**src/verilog/sbsd_cfg.svh**
```systemverilog
// Constants of the serial byte-sync decoder
`ifndef SBSD_CFG_SVH
`define SBSD_CFG_SVH

`define SBSD_SYNC_STAGES 3
`define SBSD_CNT_RST 4'h0
`define SBSD_CNT_ONE 4'h1
`define SBSD_LEN8 4'ha
`define SBSD_LEN9 4'hb
`define SBSD_LEN10 4'hc
`define SBSD_HALF8 4'h5
`define SBSD_HALF10 4'h6
`define SBSD_SYNC8 10'h311
`define SBSD_SYNC9 11'h311
`define SBSD_SYNC10 12'h623
`define SBSD_SYNC_HI8 5'h18
`define SBSD_SYNC_HI10 6'h18
`define SBSD_SYNC_CMD 4'h0

`define SBSD_ADDR_W 8
`define SBSD_CTRL_OFS 8'h00
`define SBSD_STAT_OFS 8'h04
`define SBSD_CTRL_TEN 0
`define SBSD_STAT_VIOL 4
`define SBSD_STAT_LOCK 3
`define SBSD_STAT_SEND 2

`endif

```
**src/verilog/sbsd_pkg.sv**
```systemverilog
// Types and code tables of the serial byte-sync decoder
package sbsd_pkg;
    typedef enum logic [1:0] {SBSD_MODE_8, SBSD_MODE_9, SBSD_MODE_10} sbsd_mode_e;
    typedef logic [11:0] sbsd_sym_t;
    typedef logic [9:0] sbsd_data_t;
    typedef logic [3:0] sbsd_cmd_t;

    // Five-bit data codes, indexed by nibble value
    localparam logic [4:0] SBSD_DATA5 [16] = '{
        5'h1e, 5'h09, 5'h14, 5'h15, 5'h0a, 5'h0b, 5'h0e, 5'h0f,
        5'h12, 5'h13, 5'h16, 5'h17, 5'h1a, 5'h1b, 5'h1c, 5'h1d};
    // Command symbols, indexed by command value; entry 0 is Sync
    localparam logic [9:0] SBSD_CMD8 [16] = '{
        10'h311, 10'h3ff, 10'h1ad, 10'h1b9, 10'h3e4, 10'h1a7, 10'h327,
        10'h339, 10'h084, 10'h09f, 10'h080, 10'h0e7, 10'h0f9, 10'h004,
        10'h01f, 10'h000};
    localparam logic [10:0] SBSD_CMD9 [8] = '{
        11'h311, 11'h7ff, 11'h3ad, 11'h3b9, 11'h7e4, 11'h3a7, 11'h727,
        11'h739};
    localparam logic [11:0] SBSD_CMD10 [4] = '{
        12'h623, 12'hfff, 12'h75d, 12'h779};
endpackage

```
**src/verilog/sbsd_dec_if.sv**
```systemverilog
// Symbol and decode result between receiver core and decoder
`timescale 1ns/1ps
interface sbsd_dec_if;
    import sbsd_pkg::*;
    sbsd_mode_e mode;
    sbsd_sym_t sym;
    sbsd_data_t data;
    sbsd_cmd_t cmd;
    logic is_cmd;
    logic is_sync;
    logic viol;
    modport dec (input mode, input sym, output data, output cmd,
                 output is_cmd, output is_sync, output viol);
    modport core (output mode, output sym, input data, input cmd,
                  input is_cmd, input is_sync, input viol);
endinterface

```
**src/verilog/sbsd_decoder.sv**
```systemverilog
// Symbol decoder: data, command, sync and violation
`timescale 1ns/1ps
`include "sbsd_cfg.svh"
module sbsd_decoder (
    sbsd_dec_if.dec p
);
    import sbsd_pkg::*;

    function automatic logic [4:0] dec5(input logic [4:0] c);
        logic [4:0] r;
        r = '0;
        for (int i = 0; i < 16; i++) begin
            if (SBSD_DATA5[i] == c) begin
                r = {1'h1, 4'(i)};
            end
        end
        return r;
    endfunction

    // Six-bit code: leading bit set means data bit four clear
    function automatic logic [5:0] dec6(input logic [5:0] c);
        logic [4:0] n;
        n = dec5(c[4:0]);
        return {n[4], ~c[5], n[3:0]};
    endfunction

    always_comb begin
        logic [4:0] a5;
        logic [4:0] b5;
        logic [5:0] a6;
        logic [5:0] b6;
        logic ok;
        logic hit;
        a5 = dec5(p.sym[9:5]);
        b5 = dec5(p.sym[4:0]);
        a6 = dec6(p.sym[11:6]);
        b6 = dec6(p.sym[5:0]);
        a6 = (p.mode == SBSD_MODE_9) ? dec6(p.sym[10:5]) : a6;
        ok = 1'h0;
        hit = 1'h0;
        p.data = '0;
        p.cmd = '0;
        // Command match takes precedence over a data match
        unique case (p.mode)
            SBSD_MODE_8: begin
                for (int i = 0; i < 16; i++) begin
                    if (p.sym[9:0] == SBSD_CMD8[i]) begin
                        hit = 1'h1;
                        p.cmd = 4'(i);
                    end
                end
                p.data = {2'h0, a5[3:0], b5[3:0]};
                ok = a5[4] & b5[4];
            end
            SBSD_MODE_9: begin
                for (int i = 0; i < 8; i++) begin
                    if (p.sym[10:0] == SBSD_CMD9[i]) begin
                        hit = 1'h1;
                        p.cmd = 4'(i);
                    end
                end
                p.data = {1'h0, a6[4:0], b5[3:0]};
                ok = a6[5] & b5[4];
            end
            SBSD_MODE_10: begin
                for (int i = 0; i < 4; i++) begin
                    if (p.sym == SBSD_CMD10[i]) begin
                        hit = 1'h1;
                        p.cmd = 4'(i);
                    end
                end
                p.data = {a6[4:0], b6[4:0]};
                ok = a6[5] & b6[5];
            end
            default: begin
                ok = 1'h0;
            end
        endcase
        p.is_cmd = hit;
        p.is_sync = hit && (p.cmd == `SBSD_SYNC_CMD);
        p.viol = !hit && !ok;
    end
endmodule

```
**src/verilog/sbsd_pin_sync.sv**
```systemverilog
// Three-stage pin synchroniser with agreement filter
`timescale 1ns/1ps
`include "sbsd_cfg.svh"
module sbsd_pin_sync #(
    parameter int W = 1
) (
    input wire logic pclk,
    input wire logic presetn,
    input wire logic [W-1:0] pin_in,
    output logic [W-1:0] level_out
);
    logic [W-1:0] s1_q;
    logic [W-1:0] s2_q;
    logic [W-1:0] s3_q;
    logic [W-1:0] lvl_q;

    if (W < 1) begin : g_chk
        $error("sbsd_pin_sync: W must be at least 1");
    end

    // Stage one feeds stage two only, never the filter
    always_ff @(posedge pclk or negedge presetn) begin
        if (!presetn) begin
            s1_q <= '0;
            s2_q <= '0;
            s3_q <= '0;
        end else begin
            s1_q <= pin_in;
            s2_q <= s1_q;
            s3_q <= s2_q;
        end
    end

    // A change counts once stages two and three agree
    always_ff @(posedge pclk or negedge presetn) begin
        if (!presetn) begin
            lvl_q <= '0;
        end else begin
            lvl_q <= (~(s2_q ^ s3_q) & s3_q) | ((s2_q ^ s3_q) & lvl_q);
        end
    end

    assign level_out = lvl_q;
endmodule

```
**src/verilog/sbsd_receiver.sv**
```systemverilog
// Serial link receiver: byte sync, symbol decode, output latch
`timescale 1ns/1ps
`include "sbsd_cfg.svh"

// What this block does
// - Bit clock is ten, eleven or twelve times the byte rate.
// - Every bit clock shifts one serial bit into the shift register.
// - A found Sync code restarts the bit counter marking byte boundaries.
// - Byte clock output comes from the shifter-to-decoder transfer timing.
// - Outputs update at boundary, on cascade fall, or on Sync.
// - Test mode raises sync-end when first byte after Sync transfers.
// - Sync-end falls on first half of Sync or cascade low.
// - Sync-end rises on first half of non-Sync byte if cascade high.
// - Sync-end rises six or seven bit clocks before the data appears.
// - Decoder latch loads from the shift register at every boundary.
// - Symbols decode to 8/9/10 bit data or 4/3/2 bit commands.
// - Data and command symbols raise their own strobe.
// - Data only changes data outputs, command only command outputs.
// - Sync is a command, so idle links still give command strobes.
// - Undecodable symbols are violations but still give one strobe.
// - Width select low means 8-bit mode, high means 9-bit mode.
// - Test/local select low means local mode.
module sbsd_receiver (
    input wire logic pclk,
    input wire logic presetn,
    input wire logic psel,
    input wire logic penable,
    input wire logic pwrite,
    input wire logic [7:0] paddr,
    input wire logic [31:0] pwdata,
    output logic [31:0] prdata,
    output logic pready,
    output logic pslverr,
    input wire logic serial_in_pos,
    input wire logic serial_in_neg,
    input wire logic cascade_boundary_in,
    input wire logic width_mode_select,
    input wire logic test_local_select,
    output sbsd_pkg::sbsd_data_t data_out,
    output sbsd_pkg::sbsd_cmd_t command_out,
    output logic data_out_strobe,
    output logic command_out_strobe,
    output logic symbol_violation_flag,
    output logic sync_end_indicator,
    output logic byte_clock_out
);
    import sbsd_pkg::*;

    // ----------------------------------------------------------------
    // Pin synchronisation and mode
    // ----------------------------------------------------------------
    logic [2:0] pins_s;
    logic casc_s;
    logic wms_s;
    logic tls_s;
    logic rx_bit;
    sbsd_mode_e mode_q;
    logic test_q;
    logic ten_q;

    // Slow level pins only
    sbsd_pin_sync #(.W(3)) u_sync (
        .pclk(pclk),
        .presetn(presetn),
        .pin_in({cascade_boundary_in, width_mode_select,
                 test_local_select}),
        .level_out(pins_s)
    );

    assign {casc_s, wms_s, tls_s} = pins_s;
    // Serial bits arrive on the bit clock; the agreement filter
    // would swallow every lone bit, so they bypass it
    // A non-differential pair reads as zero
    assign rx_bit = serial_in_pos & ~serial_in_neg;

    always_ff @(posedge pclk or negedge presetn) begin
        if (!presetn) begin
            mode_q <= SBSD_MODE_8;
        end else if (ten_q) begin
            mode_q <= SBSD_MODE_10;
        end else begin
            mode_q <= wms_s ? SBSD_MODE_9 : SBSD_MODE_8;
        end
    end

    always_ff @(posedge pclk or negedge presetn) begin
        if (!presetn) begin
            test_q <= 1'h0;
        end else begin
            test_q <= tls_s;
        end
    end

    // ----------------------------------------------------------------
    // Shifter and byte sync
    // ----------------------------------------------------------------
    sbsd_sym_t shift_q;
    sbsd_sym_t dec_q;
    logic [3:0] bcnt_q;
    logic [3:0] len_w;
    logic [3:0] half_w;
    logic sync_hit;
    logic hi_sync;
    logic bnd;
    logic fh_sync;
    logic fh_nonsync;
    logic ld_q;
    logic locked_q;

    // Symbol length sets the bit-to-byte ratio
    always_comb begin
        len_w = `SBSD_LEN8;
        half_w = `SBSD_HALF8;
        sync_hit = shift_q[9:0] == `SBSD_SYNC8;
        hi_sync = shift_q[4:0] == `SBSD_SYNC_HI8;
        unique case (mode_q)
            SBSD_MODE_8: begin
                len_w = `SBSD_LEN8;
            end
            SBSD_MODE_9: begin
                len_w = `SBSD_LEN9;
                half_w = `SBSD_HALF10;
                sync_hit = shift_q[10:0] == `SBSD_SYNC9;
                hi_sync = shift_q[5:0] == `SBSD_SYNC_HI10;
            end
            SBSD_MODE_10: begin
                len_w = `SBSD_LEN10;
                half_w = `SBSD_HALF10;
                sync_hit = shift_q == `SBSD_SYNC10;
                hi_sync = shift_q[5:0] == `SBSD_SYNC_HI10;
            end
            default: begin
                len_w = `SBSD_LEN8;
            end
        endcase
    end

    // Counter above length covers a mode change mid-symbol
    assign bnd = sync_hit || (bcnt_q >= len_w);
    assign fh_sync = (bcnt_q == half_w) && hi_sync;
    assign fh_nonsync = (bcnt_q == half_w) && !hi_sync;

    always_ff @(posedge pclk or negedge presetn) begin
        if (!presetn) begin
            shift_q <= '0;
        end else begin
            shift_q <= {shift_q[10:0], rx_bit};
        end
    end

    always_ff @(posedge pclk or negedge presetn) begin
        if (!presetn) begin
            bcnt_q <= `SBSD_CNT_RST;
        end else if (bnd) begin
            bcnt_q <= `SBSD_CNT_ONE;
        end else begin
            bcnt_q <= bcnt_q + `SBSD_CNT_ONE;
        end
    end

    always_ff @(posedge pclk or negedge presetn) begin
        if (!presetn) begin
            dec_q <= '0;
            ld_q <= 1'h0;
        end else begin
            ld_q <= bnd;
            if (bnd) begin
                dec_q <= shift_q;
            end
        end
    end

    always_ff @(posedge pclk or negedge presetn) begin
        if (!presetn) begin
            locked_q <= 1'h0;
        end else if (sync_hit) begin
            locked_q <= 1'h1;
        end
    end

    // ----------------------------------------------------------------
    // Decoder and output latch
    // ----------------------------------------------------------------
    sbsd_dec_if dec ();
    logic casc_prev_q;
    logic out_go;
    logic after_sync_q;
    sbsd_data_t data_q;
    sbsd_cmd_t cmd_q;
    logic data_out_strobe_q;
    logic command_out_strobe_q;
    logic viol_q;
    logic se_q;
    logic bclk_q;

    assign dec.mode = mode_q;
    assign dec.sym = dec_q;

    sbsd_decoder u_dec (
        .p(dec)
    );

    always_ff @(posedge pclk or negedge presetn) begin
        if (!presetn) begin
            casc_prev_q <= 1'h0;
        end else begin
            casc_prev_q <= casc_s;
        end
    end

    assign out_go = ld_q || (casc_prev_q && !casc_s);

    always_ff @(posedge pclk or negedge presetn) begin
        if (!presetn) begin
            data_q <= '0;
            cmd_q <= '0;
            data_out_strobe_q <= 1'h0;
            command_out_strobe_q <= 1'h0;
            viol_q <= 1'h0;
        end else begin
            data_out_strobe_q <= out_go && !dec.is_cmd;
            command_out_strobe_q <= out_go && dec.is_cmd;
            viol_q <= out_go && dec.viol;
            if (out_go && dec.is_cmd) begin
                cmd_q <= dec.cmd;
            end
            if (out_go && !dec.is_cmd) begin
                data_q <= dec.data;
            end
        end
    end

    // Byte clock high for the first half of each symbol
    always_ff @(posedge pclk or negedge presetn) begin
        if (!presetn) begin
            bclk_q <= 1'h0;
        end else if (bnd) begin
            bclk_q <= 1'h1;
        end else if (bcnt_q == half_w) begin
            bclk_q <= 1'h0;
        end
    end

    // Local mode watches half-symbols, so it leads the output by six or seven bit clocks
    always_ff @(posedge pclk or negedge presetn) begin
        if (!presetn) begin
            se_q <= 1'h0;
            after_sync_q <= 1'h0;
        end else begin
            if (out_go) begin
                after_sync_q <= dec.is_sync;
            end
            if (!casc_s) begin
                se_q <= 1'h0;
            end else if (test_q) begin
                if (out_go) begin
                    se_q <= after_sync_q && !dec.is_sync;
                end
            end else if (fh_sync) begin
                se_q <= 1'h0;
            end else if (fh_nonsync) begin
                se_q <= 1'h1;
            end
        end
    end

    // ----------------------------------------------------------------
    // APB registers
    // ----------------------------------------------------------------
    logic [31:0] rdata_q;
    logic ready_q;
    logic err_q;
    logic viol_st_q;
    logic hit_ctrl;
    logic hit_stat;
    logic wr_en;

    assign hit_ctrl = paddr == `SBSD_CTRL_OFS;
    assign hit_stat = paddr == `SBSD_STAT_OFS;
    assign wr_en = psel && penable && ready_q && pwrite;

    // Answer in the first access cycle, read data sampled at setup
    always_ff @(posedge pclk or negedge presetn) begin
        if (!presetn) begin
            ready_q <= 1'h0;
            err_q <= 1'h0;
            rdata_q <= '0;
        end else begin
            ready_q <= psel && !penable;
            err_q <= psel && !penable && !hit_ctrl && !hit_stat;
            if (psel && !penable) begin
                rdata_q <= '0;
                if (hit_ctrl) begin
                    rdata_q[`SBSD_CTRL_TEN] <= ten_q;
                end
                if (hit_stat) begin
                    rdata_q[1:0] <= mode_q;
                    rdata_q[`SBSD_STAT_SEND] <= se_q;
                    rdata_q[`SBSD_STAT_LOCK] <= locked_q;
                    rdata_q[`SBSD_STAT_VIOL] <= viol_st_q;
                end
            end
        end
    end

    always_ff @(posedge pclk or negedge presetn) begin
        if (!presetn) begin
            ten_q <= 1'h0;
        end else if (wr_en && hit_ctrl) begin
            ten_q <= pwdata[`SBSD_CTRL_TEN];
        end
    end

    // A new violation beats a write-one clear in the same cycle
    always_ff @(posedge pclk or negedge presetn) begin
        if (!presetn) begin
            viol_st_q <= 1'h0;
        end else if (viol_q) begin
            viol_st_q <= 1'h1;
        end else if (wr_en && hit_stat && pwdata[`SBSD_STAT_VIOL]) begin
            viol_st_q <= 1'h0;
        end
    end

    assign prdata = rdata_q;
    assign pready = ready_q;
    assign pslverr = err_q;
    assign data_out = data_q;
    assign command_out = cmd_q;
    assign data_out_strobe = data_out_strobe_q;
    assign command_out_strobe = command_out_strobe_q;
    assign symbol_violation_flag = viol_q;
    assign sync_end_indicator = se_q;
    assign byte_clock_out = bclk_q;

    // ----------------------------------------------------------------
    // Checks
    // ----------------------------------------------------------------
    shift_in_a: assert property (
        @(posedge pclk) disable iff (!presetn)
        ##3 shift_q[2] == $past(rx_bit, 3))
        else $error("serial bit not shifted in");
    sync_restart_a: assert property (
        @(posedge pclk) disable iff (!presetn)
        sync_hit |=> bcnt_q == `SBSD_CNT_ONE ##1 dec_q == $past(shift_q, 2))
        else $error("sync did not restart byte count");
    period_a: assert property (
        @(posedge pclk) disable iff (!presetn)
        (bcnt_q == len_w) |=> ld_q && dec_q == $past(shift_q))
        else $error("byte boundary missed");
    bclk_rise_a: assert property (
        @(posedge pclk) disable iff (!presetn)
        $rose(bclk_q) |-> $past(bnd) && ld_q)
        else $error("byte clock not aligned with transfer");
    out_strobe_a: assert property (
        @(posedge pclk) disable iff (!presetn)
        ld_q |=> data_out_strobe_q ^ command_out_strobe_q)
        else $error("transfer gave no single strobe");
    data_hold_a: assert property (
        @(posedge pclk) disable iff (!presetn)
        command_out_strobe_q |-> $stable(data_q))
        else $error("command disturbed data outputs");
    cmd_hold_a: assert property (
        @(posedge pclk) disable iff (!presetn)
        data_out_strobe_q |-> $stable(cmd_q))
        else $error("data disturbed command outputs");
    sync_cmd_a: assert property (
        @(posedge pclk) disable iff (!presetn)
        ld_q && dec.is_sync |=> command_out_strobe_q && cmd_q == `SBSD_SYNC_CMD)
        else $error("sync gave no command strobe");
    viol_strobe_a: assert property (
        @(posedge pclk) disable iff (!presetn)
        viol_q |-> (data_out_strobe_q || command_out_strobe_q) && !$past(dec.is_cmd))
        else $error("violation without strobe");
    se_low_a: assert property (
        @(posedge pclk) disable iff (!presetn)
        !casc_s |=> !se_q)
        else $error("sync-end high with cascade low");
    se_rise_a: assert property (
        @(posedge pclk) disable iff (!presetn)
        !test_q && casc_s && fh_nonsync |=> se_q)
        else $error("sync-end did not rise");
    se_test_a: assert property (
        @(posedge pclk) disable iff (!presetn)
        test_q && casc_s && out_go && after_sync_q && !dec.is_sync |=> se_q)
        else $error("test-mode sync-end missing");
endmodule
```
**config.mk**
```make
export PLATFORM = sky130hd
export DESIGN_NAME = sbsd_receiver
export DESIGN_NICKNAME = d
export VERILOG_FILES = /design/src/verilog/sbsd_pkg.sv /design/src/verilog/sbsd_dec_if.sv /design/src/verilog/sbsd_decoder.sv /design/src/verilog/sbsd_pin_sync.sv /design/src/verilog/sbsd_receiver.sv
export VERILOG_INCLUDE_DIRS = /design/src /design/src/verilog
export SDC_FILE = /design/constraint.sdc
export NUM_CORES = 1
export LEC_CHECK = 0
export ABC_AREA = 1
export BUFFER_PORTS_ARGS = -buffer_cell sky130_fd_sc_hd__buf_4
export CORE_ASPECT_RATIO = 1.4
export CORE_UTILIZATION = 44
export CTS_BUF_LIST = sky130_fd_sc_hd__clkbuf_4
export DETAILED_ROUTE_END_ITERATION = 10
export PLACE_DENSITY = 0.7
export SKIP_CTS_REPAIR_TIMING = 1
export SLEW_MARGIN = 15
export SYNTH_ARGS = -nofsm -noshare
export SYNTH_HDL_FRONTEND = slang
export SYNTH_HIERARCHICAL = 1
export SYNTH_SLANG_ARGS = --single-unit
```
**constraint.sdc**
```tcl
create_clock -name pclk -period 4.1 [get_ports pclk]
set_input_delay 0.615 -clock pclk [delete_from_list [all_inputs] [get_ports pclk]]
set_output_delay 0.615 -clock pclk [all_outputs]
set_load 0.01 [all_outputs]
```
Word level (Yosys, flattened, before mapping)
Index checks and enable logic that the tools add are counted.

Flip-flop bits (word level): 75. Input bits: 50. Word-level logic and storage cells: 285.

$add $sub $neg: 1. Order comparisons: 1. Equal/unequal tests: 86. Muxes and demuxes: 124. Bitwise operators: 12. Reduce and logical (&&, ||, !) cells: 36.

Operator list (count): $mux W5 (49); $eq A5 B5 Y1 const A (33); $eq A4 B5 Y1 const A (15); $eq A10 B10 Y1 const B (6); $eq A11 B10 Y1 const B (5); $eq A10 B8 Y1 const B (5); $eq A12 B11 Y1 const B (4); $eq A11 B11 Y1 const B (4); $mux W1 (43); $mux W4 (9); $eq A10 B9 Y1 const B (3); $pmux W10 S3 (1); $mux W3 (8); $logic_and A1 B1 Y1 (18); $mux W2 (8); $eq A12 B12 Y1 const B (1); $pmux W4 S3 (1); $eq A10 B3 Y1 const B (1); $eq A10 B5 Y1 const B (1); $logic_not A10 Y1 (1); $eq A8 B3 Y1 const B (1); $logic_not A1 Y1 (8); $logic_not A8 Y1 (1); $and A3 B3 Y3 (2); 24 further kinds (32).

Longest topological paths before layout
Depth after elaboration: 24. Gate-level depth with buffers: 21.

Cells and area by module
The synthesis kept the hierarchy.

Modules (own cells, without submodules): sbsd_receiver (times used 1, cells an instance 324, area each 2876.5 µm²); sbsd_decoder (times used 1, cells an instance 281, area each 1335.0 µm²); sbsd_pin_sync (times used 1, cells an instance 24, area each 349.1 µm²).

Least setup slack after synthesis
OpenSTA, ideal clock, no wires.

Kind: register to register. From: register dec_q[9], in the netlist dec.sym[9]. To: register cmd_q[0], in the netlist command_out[0]. Library setup time: 0.117 ns. Arrival: 1.891 ns. Required time: 3.983 ns. Setup slack: 2.092 ns. Stages on the path, launching flop included: 15. Clock period less this slack: 2.008 ns. Cell sequence: dfrtp_1 > buf_4 > nor2_2 > nand3_1 > or2_2 > nand4_1 > nor2_1 > nand2_1 > nand2_1 > nand2_2 > inv_1 > nor2_1 > inv_1 > nand2_1 > nand2_1.

Word-level cells in the longest chain between the ends: 19.

RTL lines: start: declaration (line sbsd_receiver.sv:98) `sbsd_sym_t dec_q;`; start signal: assignment (line sbsd_receiver.sv:168) `dec_q <= shift_q;`; $eq A10 B10 Y1 (line sbsd_decoder.sv:47) `if (p.sym[9:0] == SBSD_CMD8[i]) begin`; $mux W1 (16 in a row) (line sbsd_decoder.sv:47); $pmux W1 S3 (*) (line sbsd_decoder.sv:44) `unique case (p.mode)`; via dec.is_cmd (line sbsd_dec_if.sv:9) `logic is_cmd;`; $logic_and A1 B1 Y1 (*) (line sbsd_receiver.sv:224) `if (out_go && dec.is_cmd) begin`; end signal: assignment (line sbsd_receiver.sv:225) `cmd_q <= dec.cmd;`; end: declaration (line sbsd_receiver.sv:189) `sbsd_cmd_t cmd_q;`.

Mark *: on every way through the listed nets, which the timed path passes. The rest lies on a longest branch. A chain may end at the register's enable or synchronous reset.

Worst setup path in the final report
From: register dec_q[10], in the netlist dec.sym[10]. To: register cmd_q[3], in the netlist command_out[3].

Word-level cells in the longest chain between the ends: 11.

RTL lines: $eq A11 B10 Y1 (line sbsd_decoder.sv:57) `if (p.sym[10:0] == SBSD_CMD9[i]) begin`; $mux W1 (8 in a row) (line sbsd_decoder.sv:57); $pmux W1 S3 (*) (line sbsd_decoder.sv:44); via dec.is_cmd (line sbsd_dec_if.sv:9); $logic_and A1 B1 Y1 (*) (line sbsd_receiver.sv:224).

Marks and branches as above.

==> results.md <==
Min path:
- The path class of the lowest-slack min-delay path is primary input to register.
- Along the worst hold path, the cell count comes to 1.

Synth:
- The mean instance size in the synthesized netlist is 7.25 um2.
- The top cell type by total area after synthesis is sky130_fd_sc_hd__dfrtp_1.
- The post-synthesis cell area is 4560 um2.
- By count the netlist is led by sky130_fd_sc_hd__nand2_1 (167), sky130_fd_sc_hd__nor2_1 (82), sky130_fd_sc_hd__inv_1 (79), sky130_fd_sc_hd__dfrtp_1 (75), sky130_fd_sc_hd__nand3_1 (50).
- The most common cell in the synthesized netlist is sky130_fd_sc_hd__nand2_1.
- Of all flip-flops after synthesis, the portion carrying an async set or reset was 100%.
- The commonest register cell after synthesis is sky130_fd_sc_hd__dfrtp_1.
- The number of distinct library cell variants in the gate-level netlist after synthesis is 41.
- The post-synthesis sequential area ratio is 41.2%.
- The count of flip-flops with a built-in enable after synthesis is 0.
- The total of flip-flops plus latches after synthesis is 75.
- In the post-synthesis netlist, the biggest area contributors are sky130_fd_sc_hd__dfrtp_1 (41%), sky130_fd_sc_hd__nand2_1 (14%), sky130_fd_sc_hd__nor2_1 (6.7%), sky130_fd_sc_hd__inv_1 (6.5%), sky130_fd_sc_hd__nand3_1 (5.5%).
- Summed over its instances, the top area cell type makes up 41.2% of the synthesized netlist area.
- In the synthesized netlist, the number of instances is 629.
- During synthesis, Yosys emitted a total of 6 warnings.

STA:
- The share of the cycle needed by the critical path after routing is 64.5%.
- The shortest period the worst path allows is 2.65 ns.
- Setup repair after global routing left no endpoint under its margin.
- In this run the tightest slew margin relative to its limit is 38.1%.
- The actual slew at the worst max-slew pin is 0.928 ns.
- The number of max-slew violations in the final report is 0.
- For this run, the top clock speed supported by timing is 378 MHz.
- The setup violation total in the final timing report is 0.
- The worst path setup slack after routing is 1.45 ns.
- Summed over all failing endpoints, the final setup total negative slack is 0 ns.
- The worst clock skew is 0.00713 ns.
- The number of hold violations in the final report came to 0.

Critical path:
- The type of element launching the critical path is a register.
- The required time reported for the critical path endpoint is 4.46 ns.
- The critical path data arrival time is 3.00 ns.
- The class of the most critical setup path is register to register.
- Along the worst path, the maximum fanout reaches 11.
- The worst setup path is captured at a register.
- The number of cells on the worst reg-to-reg path is 15.

Routing:
- The post-detailed-routing wire length is 11100 um.
- In the final routed layout, each cell accounts on average for 13.6 um.
- After detailed routing, the number of vias per cell comes to 5.13.
- The detailed router finished its first iteration with 272 violations.
- The number of search-and-repair iterations in the first detailed-routing pass is 5.
- The remaining design rule violation count is 0.
- The detail route stage leaves a number of antenna-violating nets equal to 0.
- Across all layers, the routed design uses 4186 vias.

Layout:
- The fraction of layout cells with a size suffix above 1 is 14.0%.
- At the end of the flow, the number of nets in the layout was 736.
- The area growth from synthesis to layout is 10.2%.
- The layout filler cell count is 1006.
- The total inserted antenna cells is 0.

GRT:
- The maximum number of pins on one net before global-route repair is 76.
- The met2 usage in global routing is 39.1%.
- For this run the aggregate overflow at the end of global routing stands at 0.
- Global routing used 25.5% of the available met1 tracks.
- The most congested layer reported by global routing is met2.
- The wire length of the first global-routing pass is 18500 um.
- The total track usage is 22.4%.
- The number of antenna violations at the first check in global routing is 0.
- The via count of the first global-routing pass is 3961.
- The met3 usage is 3.30%.

Placed design:
- The congestion estimate from routability-driven global placement came to 0.884.
- Summed over all nets, the half-perimeter wirelength after detailed placement is 8320 um.
- Prior to clock tree synthesis, the placed netlist has a worst setup slack of 1.52 ns.
- During placement, the flow inserted port buffers numbering 45.

Pwr:
- The maximum VDD drop is 296 uV.
- In this run the power density over the cells is 494 nW/um2.
- The leakage power figure is 2.67 nW.

Floorplan:
- The effective utilization at floorplan is 45.6%.
- 103 I/O pins were placed.
- The region available for standard cell placement spans 10000 um2.
- The initialized floorplan defines 43 standard-cell rows.
- The vertical die dimension is 122 um.
- The floorplan step defined a die boundary enclosing 10800 um2.
- The die is 88.0 um wide.

Job:
- Across the run, the number of max-cap violations was 0.

Clock network:
- TritonCTS built the clock tree.
- No sink is reached through more buffers than the 2 on the longest clock path.
- The clock sink total is 75.
- In this run the clock root is driven by a sky130_fd_sc_hd__clkbuf_4.
- The CTS buffer count is 9.
- Clock latency on the worst-skew pair, taken at its later pin, is 0.45 ns.
- The CTS clock-pin slew for the worst setup and hold paths is 0.14 ns.
- The clock tree synthesis step divided the H-tree into 3 levels.

Outcome:
- The run finished with clean final reports.
[cells by family after synthesis]
kind of cell	Yosys count	synth area share (%)
and+or+nand+nor	366	35.5
buffers and inverters	119	12.9
DFF	75	41.2
AOI/OAI and AO/OA	56	7.24
adders and majority gates	10	2.74
xor gates and xnor gates	2	0.384
other	1	0.0822
[cell usage in the layout (no fill, tap or decap), types with 11 or more instances in the layout]
cell type,count
sky130_fd_sc_hd__a21oi_1,21
sky130_fd_sc_hd__buf_4,46
sky130_fd_sc_hd__nor2_1,82
sky130_fd_sc_hd__nand2_1,167
sky130_fd_sc_hd__inv_1,79
sky130_fd_sc_hd__conb_1,27
sky130_fd_sc_hd__nand3_1,50
sky130_fd_sc_hd__nor2_2,13
sky130_fd_sc_hd__nor3_1,15
sky130_fd_sc_hd__dfrtp_1,75
sky130_fd_sc_hd__o21ai_0,14
sky130_fd_sc_hd__nand4_1,16
sky130_fd_sc_hd__nand2_2,11
[stage by stage]
step / hold slack, ns / power (mW) / instance area (um2) / utilization, % / cells
3_3_place_gp: 0.339 / 2.01 / 4890 / 48.9 / 800
5_1_grt: 0.222 / 2.68 / 5030 / 50.2 / 816
6_report: 0.255 / 2.48 / 5030 / 50.2 / 816
3_5_place_dp: 0.337 / 2.04 / 4890 / 48.9 / 800
4_1_cts: 0.218 / 2.50 / 5030 / 50.2 / 816
2_1_floorplan: 0.319 / 1.75 / 4660 / - / 655
[final cells by class]
| cell class | count | area [um2] | share of cell area [%] |
|---|---|---|---|
| Clock buffer | 9 | 67.6 | 1.34 |
| Clock inverter | 7 | 65.1 | 1.29 |
| Inverter | 83 | 312 | 6.20 |
| Multi-Input combinational cell | 461 | 2190 | 43.6 |
| Sequential cell | 75 | 1880 | 37.3 |
| Tap cell | 135 | 169 | 3.36 |
| Timing Repair Buffer | 46 | 345 | 6.87 |
[sequential cells by signal, indices dropped and copies added (netlist names), 2 cells and up, named ones only]
| signal | count |
|---|---|
| bcnt_q | 4 |
| command_out | 4 |
| data_out | 10 |
| dec.mode | 2 |
| dec.sym | 12 |
| prdata | 5 |
| shift_q | 12 |
| u_sync/s1_q | 3 |
| u_sync/s2_q | 3 |
| u_sync/s3_q | 3 |
[per-layer routing]
| metal | share of wire (%) | up-vias |
|---|---|---|
| li1 | - | 2055 |
| met1 | 40 | 1967 |
| met2 | 53 | 128 |
| met3 | 3.4 | 36 |
| met4 | 4.5 | 0 |
| met5 | 0 | - |
[path summary, 6_finish.rpt]
path | endpoint | slack [ns] | from
worst max-delay path | command_out[3]$_DFFE_PN0P_ | 1.45 | dec.sym[10]$_DFFE_PN0P_
worst min-delay path | u_sync/s1_q[2]$_DFF_PN0_ | 0.25 | cascade_boundary_in
worst max register to register | command_out[3]$_DFFE_PN0P_ | 1.45 | dec.sym[10]$_DFFE_PN0P_
worst min register to register | u_sync/s2_q[1]$_DFF_PN0_ | 0.37 | u_sync/s1_q[1]$_DFF_PN0_
max in group asynchronous | byte_clock_out$_DFFE_PN0P_ | 3.22 | presetn
min in group asynchronous | data_out[3]$_DFFE_PN0P_ | 0.29 | presetn
[where the power goes]
group          internal, mW  leakage (nW)  switching [mW]
logic                 0.334          1.64           0.631
clock network         0.139        0.0710           0.313
registers             0.887         0.962           0.178
total                  1.36          2.67            1.12
[worst max-delay path, stage by stage (launching register included)]
cell,delay (ns)
sky130_fd_sc_hd__dfrtp_1,0.60
sky130_fd_sc_hd__clkinv_1,0.36
sky130_fd_sc_hd__nor2_1,0.30
sky130_fd_sc_hd__nand3_1,0.11
sky130_fd_sc_hd__nand3_1,0.16
sky130_fd_sc_hd__nor2_1,0.07
sky130_fd_sc_hd__nand2_1,0.06
sky130_fd_sc_hd__nand2_1,0.04
sky130_fd_sc_hd__nand2_1,0.08
sky130_fd_sc_hd__nand2_1,0.07
sky130_fd_sc_hd__nand2_2,0.09
sky130_fd_sc_hd__inv_1,0.05
sky130_fd_sc_hd__nor2_1,0.28
sky130_fd_sc_hd__inv_1,0.14
sky130_fd_sc_hd__nand2_1,0.08
sky130_fd_sc_hd__nand2_1,0.05
Note: power is estimated with default switching activity, not from simulation.
